File: src/hdl/tsa_pkg.sv
/*
  Constants shared by the temperature sensor alert core: register pointer codes,
  configuration bit positions, reset values and conversion timing.
  Assumes a single 25 MHz core clock.
*/
package tsa_pkg;
  // Pointer codes
  localparam logic [2:0] PTR_TEMP    = 3'h0;
  localparam logic [2:0] PTR_CONFIG  = 3'h1;
  localparam logic [2:0] PTR_HYST    = 3'h2;
  localparam logic [2:0] PTR_OTEMP   = 3'h3;
  localparam logic [2:0] PTR_ONESHOT = 3'h4;

  // Configuration bit positions
  localparam int CFG_SHUTDOWN = 0;
  localparam int CFG_INT_MODE = 1;
  localparam int CFG_POLARITY = 2;
  localparam int CFG_FQ_LO    = 3;
  localparam int CFG_FQ_HI    = 4;
  localparam int CFG_ONESHOT  = 5;

  // Reset values and fixed read fields
  localparam logic [7:0]  PTR_RESET    = 8'h00;
  localparam logic [7:0]  CONFIG_RESET = 8'h00;
  localparam logic [11:0] TEMP_RESET   = 12'h000;
  localparam logic [11:0] HYST_RESET   = 12'h4b0;
  localparam logic [11:0] OTEMP_RESET  = 12'h500;
  localparam logic [3:0]  LOW_NIBBLE   = 4'h0;
  localparam logic [7:0]  ONESHOT_READ = 8'h00;

  // Fault queue depth per encoding
  localparam logic [2:0] FQ_DEPTH_0 = 3'h1;
  localparam logic [2:0] FQ_DEPTH_1 = 3'h2;
  localparam logic [2:0] FQ_DEPTH_2 = 3'h4;
  localparam logic [2:0] FQ_DEPTH_3 = 3'h6;

  // Timing
  localparam int CLK_HZ             = 25_000_000;
  localparam int CONV_PERIOD_MS     = 80;
  localparam int CONV_PERIOD_CYCLES = (CLK_HZ / 1000) * CONV_PERIOD_MS;
  localparam int PERIOD_W           = 21;

  typedef enum logic [0:0] {
    ST_IDLE = 1'b0,
    ST_CONV = 1'b1
  } tsa_state_e;
endpackage

File: src/hdl/tsa_core.sv
/*
  Digital core of a temperature sensor: conversion scheduling, register file
  behind a byte-level register port, fault queue and open-drain alert output.
  Assumes a serial-bus slave front end that delivers pointer and data bytes as
  one-cycle strobes, and an external converter that answers a start pulse with a
  done pulse and a 12-bit result.
*/
// How it works
// - In normal mode a new conversion starts every 80 ms.
// - Each finished conversion updates the result register and is compared with the limit.
// - Reads during a conversion return the old result and never disturb it.
// - Shutdown bit 0 stops conversions, keeps the last result, register port stays live.
// - A one-shot write while shut down runs one conversion and compare, then stops.
// - Config bit 5 selects one-shot mode, powered down until triggered.
// - The one-shot write itself triggers; its data is dropped and never stored.
// - Comparator mode clears the alert itself once temperature drops below hysteresis.
// - Interrupt mode holds the alert until a host read and temperature below hysteresis.
// - Alert active level is programmable high or low.
// - Temperature, limit and hysteresis are 16-bit left-justified 12-bit two's complement.
// - The low four bits of temperature-format registers read as zero.
// - Config bits 4:3 set consecutive faults needed before alert, up to six.
// - Write-only 8-bit pointer, low three bits select register, resets to zero.
// - Pointer codes 0..4 select result, config, hysteresis, limit, one-shot.
// - Result is read-only, others read/write; 8-bit and 16-bit widths as listed.
// - Fault queue codes 00,01,10,11 need 1,2,4,6 faults; reset 00.
// - Config bit 1 zero is comparator mode, one is interrupt mode.
// - Config bit 2 zero gives active low alert, one gives active high.
module tsa_core #(
  parameter int PERIOD_CYCLES = tsa_pkg::CONV_PERIOD_CYCLES
) (
  // Clock and reset
  input  wire logic       core_clk,
  input  wire logic       rst,
  // Register port from the serial front end
  input  wire logic       txn_start,
  input  wire logic       ptr_wr,
  input  wire logic [7:0] ptr_wdata,
  input  wire logic       dat_wr,
  input  wire logic [7:0] dat_wdata,
  input  wire logic       rd_req,
  input  wire logic       rd_done,
  output logic      [7:0] rd_data,
  // Converter
  output logic            adc_start,
  output logic            adc_power,
  input  wire logic       adc_done,
  input  wire logic [11:0] adc_result,
  // Alert pin, open drain
  input  wire logic       overtemp_alert_in,
  output logic            overtemp_alert_out,
  output logic            overtemp_alert_oe
);

  typedef struct packed {
    logic [7:0]           ptr;
    logic [7:0]           cfg;
    logic [11:0]          hyst;
    logic [11:0]          otemp;
    logic [11:0]          temp;
    logic                 byte_idx;
    logic [7:0]           wr_msb;
    logic [7:0]           rd_lsb;
    logic [7:0]           rd_data;
    tsa_pkg::tsa_state_e  state;
    logic [tsa_pkg::PERIOD_W-1:0] period_cnt;
    logic                 oneshot_pend;
    logic                 adc_start;
    logic [2:0]           fault_cnt;
    logic                 active;
    logic                 acked;
    logic                 alert_oe;
    logic                 conv_on;
  } tsa_regs_s;

  tsa_regs_s q;
  tsa_regs_s d;

  logic [2:0]  sel;
  logic        normal_run;
  logic        fault;
  logic        below_hyst;
  logic [2:0]  fq_depth;
  logic [2:0]  fault_next;
  logic [15:0] rd_word;

  // Counter is sized for the full period; the top bits of the int are cut on purpose
  localparam logic [31:0]                  PERIOD_FULL   = 32'(PERIOD_CYCLES - 1);
  localparam logic [tsa_pkg::PERIOD_W-1:0] PERIOD_RELOAD = PERIOD_FULL[tsa_pkg::PERIOD_W-1:0];

  // The open-drain pin cannot read back a useful level for this core
  logic unused_pin;
  assign unused_pin = overtemp_alert_in;

  always_comb begin
    d          = q;
    sel        = q.ptr[2:0];
    normal_run = !q.cfg[tsa_pkg::CFG_SHUTDOWN] && !q.cfg[tsa_pkg::CFG_ONESHOT];
    fault      = $signed(adc_result) >= $signed(q.otemp);
    below_hyst = $signed(adc_result) < $signed(q.hyst);
    d.adc_start = 1'b0;

    case (q.cfg[tsa_pkg::CFG_FQ_HI:tsa_pkg::CFG_FQ_LO])
      2'b00:   fq_depth = tsa_pkg::FQ_DEPTH_0;
      2'b01:   fq_depth = tsa_pkg::FQ_DEPTH_1;
      2'b10:   fq_depth = tsa_pkg::FQ_DEPTH_2;
      default: fq_depth = tsa_pkg::FQ_DEPTH_3;
    endcase

    // Pointer select for reads; low nibble forced to zero
    if (sel == tsa_pkg::PTR_TEMP) begin
      rd_word = {q.temp, tsa_pkg::LOW_NIBBLE};
    end else if (sel == tsa_pkg::PTR_CONFIG) begin
      rd_word = {q.cfg, 8'h00};
    end else if (sel == tsa_pkg::PTR_HYST) begin
      rd_word = {q.hyst, tsa_pkg::LOW_NIBBLE};
    end else if (sel == tsa_pkg::PTR_OTEMP) begin
      rd_word = {q.otemp, tsa_pkg::LOW_NIBBLE};
    end else begin
      rd_word = {tsa_pkg::ONESHOT_READ, 8'h00};
    end

    // Register port
    if (txn_start) begin
      d.byte_idx = 1'b0;
    end
    if (ptr_wr) begin
      d.ptr      = ptr_wdata;
      d.byte_idx = 1'b0;
    end else if (dat_wr) begin
      if (sel == tsa_pkg::PTR_CONFIG) begin
        d.cfg = dat_wdata;
      end else if (sel == tsa_pkg::PTR_HYST || sel == tsa_pkg::PTR_OTEMP) begin
        // MSB first; the pair commits on the second byte
        if (!q.byte_idx) begin
          d.wr_msb   = dat_wdata;
          d.byte_idx = 1'b1;
        end else begin
          if (sel == tsa_pkg::PTR_HYST) begin
            d.hyst = {q.wr_msb, dat_wdata[7:4]};
          end else begin
            d.otemp = {q.wr_msb, dat_wdata[7:4]};
          end
          d.byte_idx = 1'b0;
        end
      end else if (sel == tsa_pkg::PTR_ONESHOT) begin
        // Only the strobe matters, the byte is dropped
        if (!normal_run) begin
          d.oneshot_pend = 1'b1;
        end
      end
    end else if (rd_req) begin
      // A snapshot on the first byte keeps both halves of one result together
      if (sel == tsa_pkg::PTR_CONFIG || sel == tsa_pkg::PTR_ONESHOT) begin
        d.rd_data = rd_word[15:8];
      end else if (!q.byte_idx) begin
        d.rd_data  = rd_word[15:8];
        d.rd_lsb   = rd_word[7:0];
        d.byte_idx = 1'b1;
      end else begin
        d.rd_data  = q.rd_lsb;
        d.byte_idx = 1'b0;
      end
    end

    // Conversion period runs only in normal mode
    if (normal_run) begin
      if (q.period_cnt == '0) begin
        d.period_cnt = PERIOD_RELOAD;
      end else begin
        d.period_cnt = q.period_cnt - 1'b1;
      end
    end else begin
      d.period_cnt = '0;
    end

    case (q.state)
      tsa_pkg::ST_IDLE: begin
        if ((normal_run && q.period_cnt == '0) || q.oneshot_pend) begin
          d.adc_start    = 1'b1;
          d.oneshot_pend = 1'b0;
          d.state        = tsa_pkg::ST_CONV;
        end
      end
      tsa_pkg::ST_CONV: begin
        // Reads keep seeing the old result until this point
        if (adc_done) begin
          d.temp  = adc_result;
          d.state = tsa_pkg::ST_IDLE;
        end
      end
      default: d.state = tsa_pkg::ST_IDLE;
    endcase

    // Fault queue and alert state
    fault_next = fault ? ((q.fault_cnt == fq_depth) ? q.fault_cnt : q.fault_cnt + 3'h1) : 3'h0;
    if (rd_done && q.active) begin
      d.acked = 1'b1;
    end
    if (q.state == tsa_pkg::ST_CONV && adc_done) begin
      d.fault_cnt = fault_next;
      if (fault && fault_next == fq_depth) begin
        d.active = 1'b1;
        d.acked  = 1'b0;
      end else if (below_hyst && q.active) begin
        if (!q.cfg[tsa_pkg::CFG_INT_MODE]) begin
          d.active = 1'b0;
        end else if (q.acked || (rd_done && q.active)) begin
          d.active = 1'b0;
          d.acked  = 1'b0;
        end
      end
    end

    // Open drain pulls low when the asserted level is low
    d.alert_oe = q.cfg[tsa_pkg::CFG_POLARITY] ? !d.active : d.active;
    // Power flag kept in its own flop so the output needs no decode
    d.conv_on  = d.state == tsa_pkg::ST_CONV;
  end

  always_ff @(posedge core_clk) begin
    if (rst) begin
      q              <= '0;
      q.ptr          <= tsa_pkg::PTR_RESET;
      q.cfg          <= tsa_pkg::CONFIG_RESET;
      q.hyst         <= tsa_pkg::HYST_RESET;
      q.otemp        <= tsa_pkg::OTEMP_RESET;
      q.temp         <= tsa_pkg::TEMP_RESET;
      q.state        <= tsa_pkg::ST_IDLE;
    end else begin
      q <= d;
    end
  end

  assign rd_data            = q.rd_data;
  assign adc_start          = q.adc_start;
  assign adc_power          = q.conv_on;
  assign overtemp_alert_out = 1'b0;
  assign overtemp_alert_oe  = q.alert_oe;

endmodule

File: config.mk
export PLATFORM = sky130hd
export DESIGN_NAME = tsa_core
export DESIGN_NICKNAME = d
export VERILOG_FILES = /design/src/hdl/tsa_pkg.sv /design/src/hdl/tsa_core.sv
export SDC_FILE = /design/constraint.sdc
export NUM_CORES = 1
export LEC_CHECK = 0
export ABC_AREA = 1
export CORE_MARGIN = 4
export CORE_UTILIZATION = 51
export DETAILED_ROUTE_END_ITERATION = 8
export DONT_BUFFER_PORTS = 1
export HOLD_SLACK_MARGIN = 0.03
export PLACE_DENSITY_LB_ADDON = 0.15
export SYNTH_ARGS = -nofsm -noshare
export SYNTH_HDL_FRONTEND = slang
export SYNTH_SLANG_ARGS = --single-unit
File: constraint.sdc
create_clock -name core_clk -period 1.6 [get_ports core_clk]
set_input_delay 0.16 -clock core_clk [delete_from_list [all_inputs] [get_ports core_clk]]
set_output_delay 0.16 -clock core_clk [all_outputs]
set_load 0.1 [all_outputs]
**After elaboration in Yosys (flattened, before gate mapping)**

Index checks and enable logic that the tools add are counted.

- Register bits after elaboration: 102
- Word-level logic and storage cells: 102
- Output and inout bits: 12
- Input bits: 37

- Equal/unequal tests: 8
- Reductions and logical operators: 27
- $lt $le $gt $ge: 2
- Bitwise operators: 8
- Multiplexer cells: 37
- Add/sub/neg operators: 2

Operators with widths:

| operator | number |
|---|---|
| $mux 16 | 4 |
| $mux 8 | 3 |
| $logic_not 21->1 | 1 |
| $mux 21 | 1 |
| $sub 21x1->21 const B | 1 |
| $mux 9 | 2 |
| $mux 1 | 17 |
| $ge 12x12->1 | 1 |
| $lt 12x12->1 | 1 |
| $mux 2 | 6 |
| $reduce_and 6->1 | 2 |
| $reduce_and 5->1 | 2 |
| $pmux 3 s3 | 1 |
| $not 1->1 | 8 |
| $eq 3x2->1 const B | 2 |
| $eq 3x3->1 | 2 |
| $logic_and 1x1->1 | 6 |
| $mux 3 | 2 |
| $reduce_and 3->1 | 2 |
| $reduce_or 2->1 | 3 |
| $logic_or 1x1->1 | 4 |
| $add 3x1->3 const B | 1 |
| $eq 3x1->1 const B | 1 |
| $eq 3x3->1 const B | 1 |
| other kinds (8) | 10 |

**Depth between registers and ports, before layout**

Gate-level depths: netlist of the first run.

- Depth in word-level cells: 11
- Gate-level depth with buffers: 18
- Depth with buffers taken out: 18

**Worst setup path before layout of the first run**

No wires, ideal clock.

- Kind: reg-to-reg
- Start: reg, netlist name adc_power
- End: reg q, in the netlist overtemp_alert_oe
- Period minus slack after synthesis: 2.053 ns
- Arrival time: 1.940 ns
- Cell stages (with the launch flop): 10
- Slack: -0.453 ns
- Library setup time: 0.113 ns
- Required time: 1.487 ns
- Path buffers: 0
- Cells stage by stage: dfxtp_1 -> nand2_1 -> inv_1 -> nand3_1 -> nor2_1 -> o211ai_1 -> inv_2 -> nand2_4 -> a21oi_2 -> nor2_2

RTL lines:

| item | line | source |
|---|---|---|
| end, declared | tsa_core.sv:75 | `tsa_regs_s q;` |

**Final worst setup path of the first run**

- Start: reg q[75] in the netlist's numbering
- End: reg q, in the netlist overtemp_alert_oe

- Cells in the longest elaborated chain, start to end: 8

Ends and longest elaborated chain:

| item | line | source |
|---|---|---|
| $ge 12x12->1 (*) | tsa_core.sv:98 | `fault = $signed(adc_result) >= $signed(q.otemp);` |
| $mux 3 | tsa_core.sv:195 | `fault_next = fault ? ((q.fault_cnt == fq_depth) ? q.fault_cnt : q.fault_cnt + 3'h1) : 3'h0;` |
| $eq 3x3->1 | tsa_core.sv:201 | `if (fault && fault_next == fq_depth) begin` |
| $logic_and 1x1->1 (*) | tsa_core.sv:201 |  |
| $mux 2 (*) | tsa_core.sv:201 |  |
| $mux 2 (*) | tsa_core.sv:199 | `if (q.state == tsa_pkg::ST_CONV && adc_done) begin` |
| $logic_not 1->1 | tsa_core.sv:215 | `d.alert_oe = q.cfg[tsa_pkg::CFG_POLARITY] ? !d.active : d.active;` |
| $mux 1 (*) | tsa_core.sv:215 |  |

Mark *: on every way between the ends. The rest lies on a longest branch, timed or not.
A chain may end at the register's enable or synchronous reset.

==> results of run 1 <==
## worst paths after layout
kind / from / depth (start not counted) / to / slack, ns
hold reg to reg: q[63] / 2 / q[63] / 0.46
hold / removal: txn_start / 3 / q[55] / 0.07
setup / recovery: q[75] / 13 / overtemp_alert_oe / -0.20
setup reg to reg: q[75] / 13 / overtemp_alert_oe / -0.20
## layout make-up
type                            count  area [µm²]
Timing Repair Buffer              127        1060
Inverter                          106         407
Sequential cell                    98        1990
Tap cell                          129         161
Clock inverter                      6        65.1
Clock buffer                       10         128
Multi-Input combinational cell    444        2970
Fill cell                         749        2580
## cell usage in the layout, fill, tap and decap left out, types with 6 or more instances in the layout
master	n
a21oi_1	70
a21oi_2	10
a22oi_1	6
a31oi_1	7
buf_4	93
buf_6	8
clkbuf_8	9
dfxtp_1	76
dfxtp_2	20
dlygate4sd3_1	24
ha_1	11
ha_4	14
inv_1	74
inv_2	27
nand2_1	73
nand2_2	19
nand2_4	11
nand3_1	12
nor2_1	51
nor2_2	8
nor2_4	9
nor3_1	8
o21ai_0	64
o21ai_1	12
## registers in the layout (all words and copies together), names as in the netlist
| signal | count |
|---|---|
| adc_power | 1 |
| q | 87 |
| adc_start | 1 |
| rd_data | 8 |
| overtemp_alert_oe | 1 |
## worst reg2reg max path: stages (launching register included)
cell and delay, ns:
dfxtp_2 0.35, inv_2 0.05, ha_4 0.26, nand4_1 0.13
nor2_4 0.16, nand2_2 0.07, nand3_2 0.07, nand2_2 0.07
nand3_4 0.10, o211ai_1 0.12, inv_2 0.10, nand2_4 0.06
a21oi_2 0.14, nor2_2 0.04
## logic make-up after synthesis
family | Yosys count | synth area share, %
compound gates | 198 | 21.9
flops | 98 | 39.5
simple gates | 216 | 20.7
xor+xnor | 4 | 0.856
fa+ha+maj | 25 | 6.30
buf+inv | 131 | 10.7
other cells | 1 | 0.0755
## stage by stage
stage | hold WS [ns] | total power [µW] | util (%)
global route | 0.0858 | 9520 | 72.5
global placement | 0.231 | 5990 | 61.5
finish | 0.0655 | 8970 | 72.5
detailed placement | 0.234 | 6070 | 61.5
floorplan | 0.295 | 5260 | -
CTS | 0.0465 | 7980 | 67.5
## routing by layer
| layer | share of wire [%] | track usage [%] | vias to the layer above |
|---|---|---|---|
| met5 | 0 | 0 | - |
| met4 | 2.9 | 8.49 | 0 |
| met3 | 6.6 | 5.36 | 39 |
| met2 | 47 | 40.5 | 176 |
| met1 | 44 | 31.8 | 2380 |
| li1 | - | - | 2460 |
## what timing repair did
item	4_1_cts	5_1_grt
hold buffers	25	0
pin swaps	28	35
hold endpoints to repair	57	0
resized for setup	19	97
setup endpoints to repair	32	97
setup buffers	8	13
## where the power goes
group,internal [µW],leakage (µW),total [µW],switching (µW)
clock,727,0.0000932,1610,887
sequential,2840,0.000803,3190,350
combinational,1830,0.00197,4170,2340
total,5390,0.00287,8970,3580
==> metrics, run 1 <==
vias 5055; Syn. warnings 0; Design Area, Final 6790 µm²; CP peak stage delay 0.35 ns; Peak supply drop 964 µV; CP cell instances inv_2 -> ha_4 -> nand4_1 -> nor2_4 -> nand2_2 -> nand3_2 -> nand2_2 -> nand3_4 -> o211ai_1 -> inv_2 -> nand2_4 -> a21oi_2 -> nor2_2; nets 848; Slew HR 41.4%; Synth top cells by count 98 x dfxtp_1, 90 x inv_1, 89 x nand2_1; fin crit share 113%; first-pass GRT wire length 22.4 mm; Worst Tran Pin Value 0.879 ns; area leader, netlist dfxtp_1; final setup fails 26; number of synthesized register bits 98; pwr/cell area 1320 nW/µm²; min cycle time layout 1.80 ns; Cell Area, Synth 4970 µm²; worst-skew pair later-pin latency 0.38 ns; Via density 5.49; Setup TNS Final -1.68 ns; I/O Pins 49; H-tree depth 3; core area 9370 µm²; Post-DP Area 5760 µm²; family with the most delay on the worst path simple AND/OR/NAND/NOR gates; Initial Utilization 53.0%; crit path max-delay cell type dfxtp_2; TritonCTS Buffers 9; Peak Freq 554 MHz; post-synthesis area per instance 7.38 µm²; syn_nets 735; post-synthesis cell count 673; Placer Congestion 0.937; fin. max-slew vios 0; failing checks negative setup slack; max-cap viol count 0; most common cell in the synthesized netlist dfxtp_1; worst hold path class in -> reg; final setup margin -0.204 ns; drt first pass iters 5; status finished with violations; TritonCTS clock tree built; Final Hold Viols 0; worst slack, placed -0.207 ns; number of global-route vias before repair 4753; Cells after DPL 859; post-route ant nets 0; predominant post-synthesis flop cell dfxtp_1; total grt overflow 0; die span in y 107 µm; Critical Path Sink Type register; EDFF count, synth 0; CTS Sinks 98; WS Path Type reg -> reg; post-synth cell types 44; crit path max fanout 4; Residual DRC 0; clk slew on worst S/H paths 0.10 ns; ANT cells 0; Clock Skews 0.0134 ns; async set or reset register ratio after synthesis 0%; share of cells above drive strength 1 34.6%; hpwl dp 10.1 mm; Worst Path Buf+Inv 2; Worst Path Arrival 2.08 ns; sequential area share after synthesis 39.5%; largest buffer count on any clock path 2; total track usage 24.6%; Initial DRC Count 341; Die X 107 µm; initial antenna violation count 0; synth top area cells dfxtp_1 39%, a21oi_1 8.0%, o21ai_0 7.0%; RSZ-0062 raised after global routing yes; Area Growth Syn to Fin 36.7%; Pleak 0.00287 µW; area fraction of the dominant cell type after synthesis 39.5%; largest net degree at the start of global routing 58; IO buf count 0; Total Routed Length 14.4 mm; non-filler cells, final 920; die area 11400 µm²; clk root buf clkbuf_8; drt wl/cell 15.7 µm; FP Rows 35; startpoint class of the critical path register; CP Data Required Time 1.88 ns
Note: power is estimated with default switching activity, not from simulation.
==> run 2, diff against run 1 <==
Settings changed: BUFFER_PORTS_ARGS set to -buffer_cell sky130_fd_sc_hd__buf_2, DONT_BUFFER_PORTS 1 to not set, SKIP_LAST_GASP set to 1.
==> metrics, run 2 (synthesis gave the netlist of run 1 again) <==
CTS Hold Bufs 0; Final Hold Viols 0; Biggest register q; post-route ant nets 0; worst-skew pair later-pin latency 0.38 ns; Pleak 0.00286 µW; largest net degree at the start of global routing 34; Setup crit end overtemp_alert_oe; first-pass GRT wire length 21.6 mm; Placer Congestion 0.886; CP most frequent cell nand2_2; drt first pass iters 5; worst reg2reg path startpoint q[74]; pwr/cell area 1360 nW/µm²; Peak supply drop 1030 µV; number of global-route vias before repair 4509; WS Path Type reg -> reg; Initial Utilization 53.0%; nets 849; total power 9070 µW; status finished with violations; Critical Path Sink Type register; ANT cells 0; fin. max-slew vios 0; reg2reg end overtemp_alert_oe; fin crit share 115%; TritonCTS clock tree built; IO buf count 41; I/O Pins 49; Initial DRC Count 248; Peak Freq 542 MHz; H-tree depth 3; clk slew on worst S/H paths 0.10 ns; Via density 5.31; Reg2Reg Setup Slack -0.24 ns; min cycle time layout 1.84 ns; share of cells above drive strength 1 38.0%; hpwl dp 10.2 mm; CP cell instances inv_2 -> ha_4 -> nand4_1 -> nor2_4 -> nand4_1 -> nand3_4 -> nand2_2 -> nand2_2 -> nand2_2 -> nand2_4 -> nand3_2 -> nand2_2 -> nor2_2; family with the most delay on the worst path simple AND/OR/NAND/NOR gates; Die X 107 µm; RSZ-0062 raised after global routing yes; Residual DRC 0; Total Routed Length 14.1 mm; # fillers 758; total area of sequential cells 1990 µm²; FP Rows 35; total grt overflow 0; CTS Sinks 98; vias 4888; failing checks negative setup slack; Area Growth Syn to Fin 34.1%; CP Data Required Time 1.88 ns; largest buffer count on any clock path 2; drt wl/cell 15.3 µm; Multi-input gate area 2980 µm²; most common cell after layout, fill and taps aside buf_4; max-cap viol count 0; Worst Path Arrival 2.12 ns; non-filler cells, final 921; die area 11400 µm²; critical path depth 13; Worst Path Buf+Inv 1; TritonCTS Buffers 9; Clock Skews 0.0153 ns; crit path max-delay cell type dfxtp_2; startpoint class of the critical path register; Worst Setup SP q[74]; final setup fails 14; final setup margin -0.244 ns; most frequent cells in the layout 78 x buf_4, 76 x dfxtp_1, 72 x nand2_1, 72 x a21oi_1, 71 x inv_1; worst hold path class in -> reg; die span in y 107 µm; r2r worst-path depth 13; clk root buf clkbuf_8; final core occ 71.1%; Cells after DPL 889; core area 9370 µm²; flip-flop count of the largest register after layout 87; total track usage 23.7%; crit path max fanout 4; CP peak stage delay 0.35 ns; initial antenna violation count 0
==> run 2: area by class of cell <==
cell class / count / area share [%]
Timing Repair Buffer: 128 / 13.5
Inverter: 106 / 6.07
Sequential cell: 98 / 29.9
Multi-Input combinational cell: 444 / 44.8
Tap cell: 129 / 2.42
Clock buffer: 10 / 2.23
Clock inverter: 6 / 1.07
==> run 2: layer usage <==
metal  wire length (µm)  GRT usage [%]  vias up
met5                  0              0        -
met2               6790           39.7      124
met4                232           7.40        0
met3                659           3.37       19
li1                   -              -     2462
met1               6400           31.6     2283
==> run 2: repair_timing <==
action | 4_1_cts | 5_1_grt
buffers inserted | 6 | 12
pin swaps | 39 | 30
resized for setup | 55 | 57
setup endpoints to repair | 42 | 61
==> run 2: tightest hold or removal path, cell delays in order <==
cell     delay [ns]
buf_2          0.07
o21ai_0        0.07
a21oi_1        0.11
==> run 2: worst min path at each step <==
| stage | depth (start not counted) | startpoint | end |
|---|---|---|---|
| 2_1_floorplan | 2 | dat_wdata[5] | q[97] |
| 6_report | 3 | ptr_wdata[0] | q[100] |
| 3_5_place_dp | 2 | q[66] | q[66] |
| 3_3_place_gp | 2 | q[70] | q[70] |
| 4_1_cts | 3 | ptr_wdata[1] | q[101] |
| 5_1_grt | 3 | ptr_wdata[1] | q[101] |
==> run 2: per-stage QoR <==
| stage | cell area (µm²) | setup TNS, ns | hold slack, ns | setup slack [ns] |
|---|---|---|---|---|
| floorplan | 5100 | -0.0690 | 0.295 | -0.0690 |
| global placement | 5880 | -1.06 | 0.439 | -0.183 |
| detailed placement | 5880 | -1.90 | 0.443 | -0.243 |
| CTS | 6350 | -0.670 | 0.0545 | -0.178 |
| global route | 6660 | -3.15 | 0.0651 | -0.333 |
| finish | 6660 | -1.79 | 0.0705 | -0.244 |
==> run 2: where the power goes <==
group          internal, µW  switching (µW)
Combinational          1750            2350
Clock                   835             955
Sequential             2830             344
==> run 3, diff against run 2 <==
Settings changed: SETUP_SLACK_MARGIN set to 0.4.
==> metrics, run 3 (synthesis gave the netlist of run 1 again) <==
status finished with violations; failing checks negative setup slack; total power 10300 µW; largest net degree at the start of global routing 49; Peak Freq 491 MHz; final setup margin -0.439 ns; Sw Share 41.4%; # fillers 517; Cells after DPL 883; vias 5550; worst hold path class in -> reg; Clock power frac 18.4%; Area Growth Syn to Fin 56.1%; fin crit share 127%; clk root buf clkbuf_8; most common cell after layout, fill and taps aside buf_4; pwr/cell area 1330 nW/µm²; Initial Utilization 53.0%; most frequent cells in the layout 82 x buf_4, 72 x dfxtp_1, 64 x a21oi_1, 64 x nand2_1, 60 x inv_1; nets 886; min cycle time layout 2.04 ns; first-pass GRT wire length 26.2 mm; Peak supply drop 977 µV; final setup fails 25; CP cell instances inv_2 -> ha_4 -> nand2_1 -> inv_1 -> nand2_1 -> nand2_1 -> nand2_2 -> nand3_2 -> nand2_2 -> nand3_4 -> nand2_2 -> nand2_2 -> nand2_2 -> nand2_4 -> a21oi_2 -> nor2_2; Pint 6020 µW; total grt overflow 0; crit path max-delay cell type dfxtp_2; share of cells above drive strength 1 49.3%; P_sw 4260 µW; RSZ-0062 raised after global routing yes; Residual DRC 0; H-tree depth 3; Die X 107 µm; die span in y 107 µm; Critical Path Sink Type register; IO buf count 41; crit path max fanout 4; Total Routed Length 19.0 mm; r2r worst-path depth 16; Placer Congestion 0.907; Via density 5.79; CTS Hold Bufs 0; drt first pass iters 5; number of global-route vias before repair 5308; ANT cells 0; Pleak 0.00317 µW; WS Path Type reg -> reg; initial antenna violation count 0; flip-flop count of the largest register after layout 87; CTS Sinks 98; startpoint class of the critical path register; largest buffer count on any clock path 2; FP Rows 35; Worst Path Arrival 2.32 ns; Biggest register q; hpwl dp 10.3 mm; Seq pwr share 31.4%; CP peak stage delay 0.35 ns; fin. max-slew vios 0; die area 11400 µm²; worst-skew pair later-pin latency 0.39 ns; Final Hold Viols 0; TritonCTS clock tree built; drt wl/cell 19.8 µm; core area 9370 µm²; Gate power share 50.2%; CP Data Required Time 1.89 ns; non-filler cells, final 958; post-route ant nets 0; clk slew on worst S/H paths 0.11 ns; TritonCTS Buffers 9; I/O Pins 49; total track usage 29.1%; Clock Skews 0.0202 ns; Initial DRC Count 447; max-cap viol count 0; CP most frequent cell nand2_2; final core occ 82.7%; hold path depth 3
[run 3: cell types whose count changed in the layout (fill, tap and decap cells not counted), sizes merged]
cell	change
bufinv	+1
buf	+32
nand2	+2
clkinvlp	+1
clkbuf	+1
clkinv	+3
inv	-3
[run 3: cell type report]
cell class | count | area, µm² | area share [%]
flip-flops and latches | 98 | 2000 | 25.8
inverters | 106 | 465 | 6.00
clock inverters | 6 | 87.6 | 1.13
repair buffers | 161 | 1430 | 18.4
multi-input cells | 446 | 3460 | 44.6
well taps | 129 | 161 | 2.08
clock buffers | 10 | 138 | 1.78
repair inverters | 2 | 13.8 | 0.178
[run 3: worst paths after layout]
path / from / endpoint / slack [ns]
worst max register to register: q[71] / overtemp_alert_oe / -0.44
worst min register to register: q[56] / q[43] / 0.47
worst max-delay path: q[71] / overtemp_alert_oe / -0.44
worst min-delay path: ptr_wdata[1] / q[101] / 0.05
[run 3: per-stage QoR]
step	setup WS [ns]	TNS, ns	hold slack [ns]	instance area, µm²
2_1_floorplan	-0.0687	-0.0687	0.295	5330
3_3_place_gp	-0.215	-0.562	0.438	6070
3_5_place_dp	-0.247	-1.22	0.446	6070
4_1_cts	-0.198	-1.07	0.0484	7300
5_1_grt	-0.486	-6.25	0.0507	7750
6_report	-0.439	-4.22	0.0453	7750
[run 3: metal layers]
| layer | GRT usage [%] | vias up | routed length (µm) |
|---|---|---|---|
| li1 | - | 2545 | - |
| met1 | 34.8 | 2581 | 7050 |
| met2 | 51.2 | 328 | 9340 |
| met3 | 6.08 | 96 | 1650 |
| met4 | 10.5 | 0 | 954 |
| met5 | 0 | - | 0 |
[run 3: critical path, delay by kind of cell, from the launching register on]
family | cells | cell delay [ns]
compound gates | 1 | 0.12
fa+ha+maj | 1 | 0.23
buf+inv | 2 | 0.17
flops | 1 | 0.35
simple gates | 12 | 1.07
[run 3: power groups by stage]
stage                     clock network [µW]  registers (µW)  logic [µW]
final                                   1890            3230        5160
after global routing                    1990            3270        5480
after CTS                               1870            3160        4310
after detailed placement                   0            3170        3290
after global placement                     0            3150        3190
after floorplan                            0            3280        2220
[run 3: repair_timing]
action | 4_1_cts | 5_1_grt
pin swaps | 62 | 37
buffers inserted | 44 | 10
gates resized for setup | 144 | 112
setup endpoints to repair | 94 | 93
gates cloned | 3 | 2
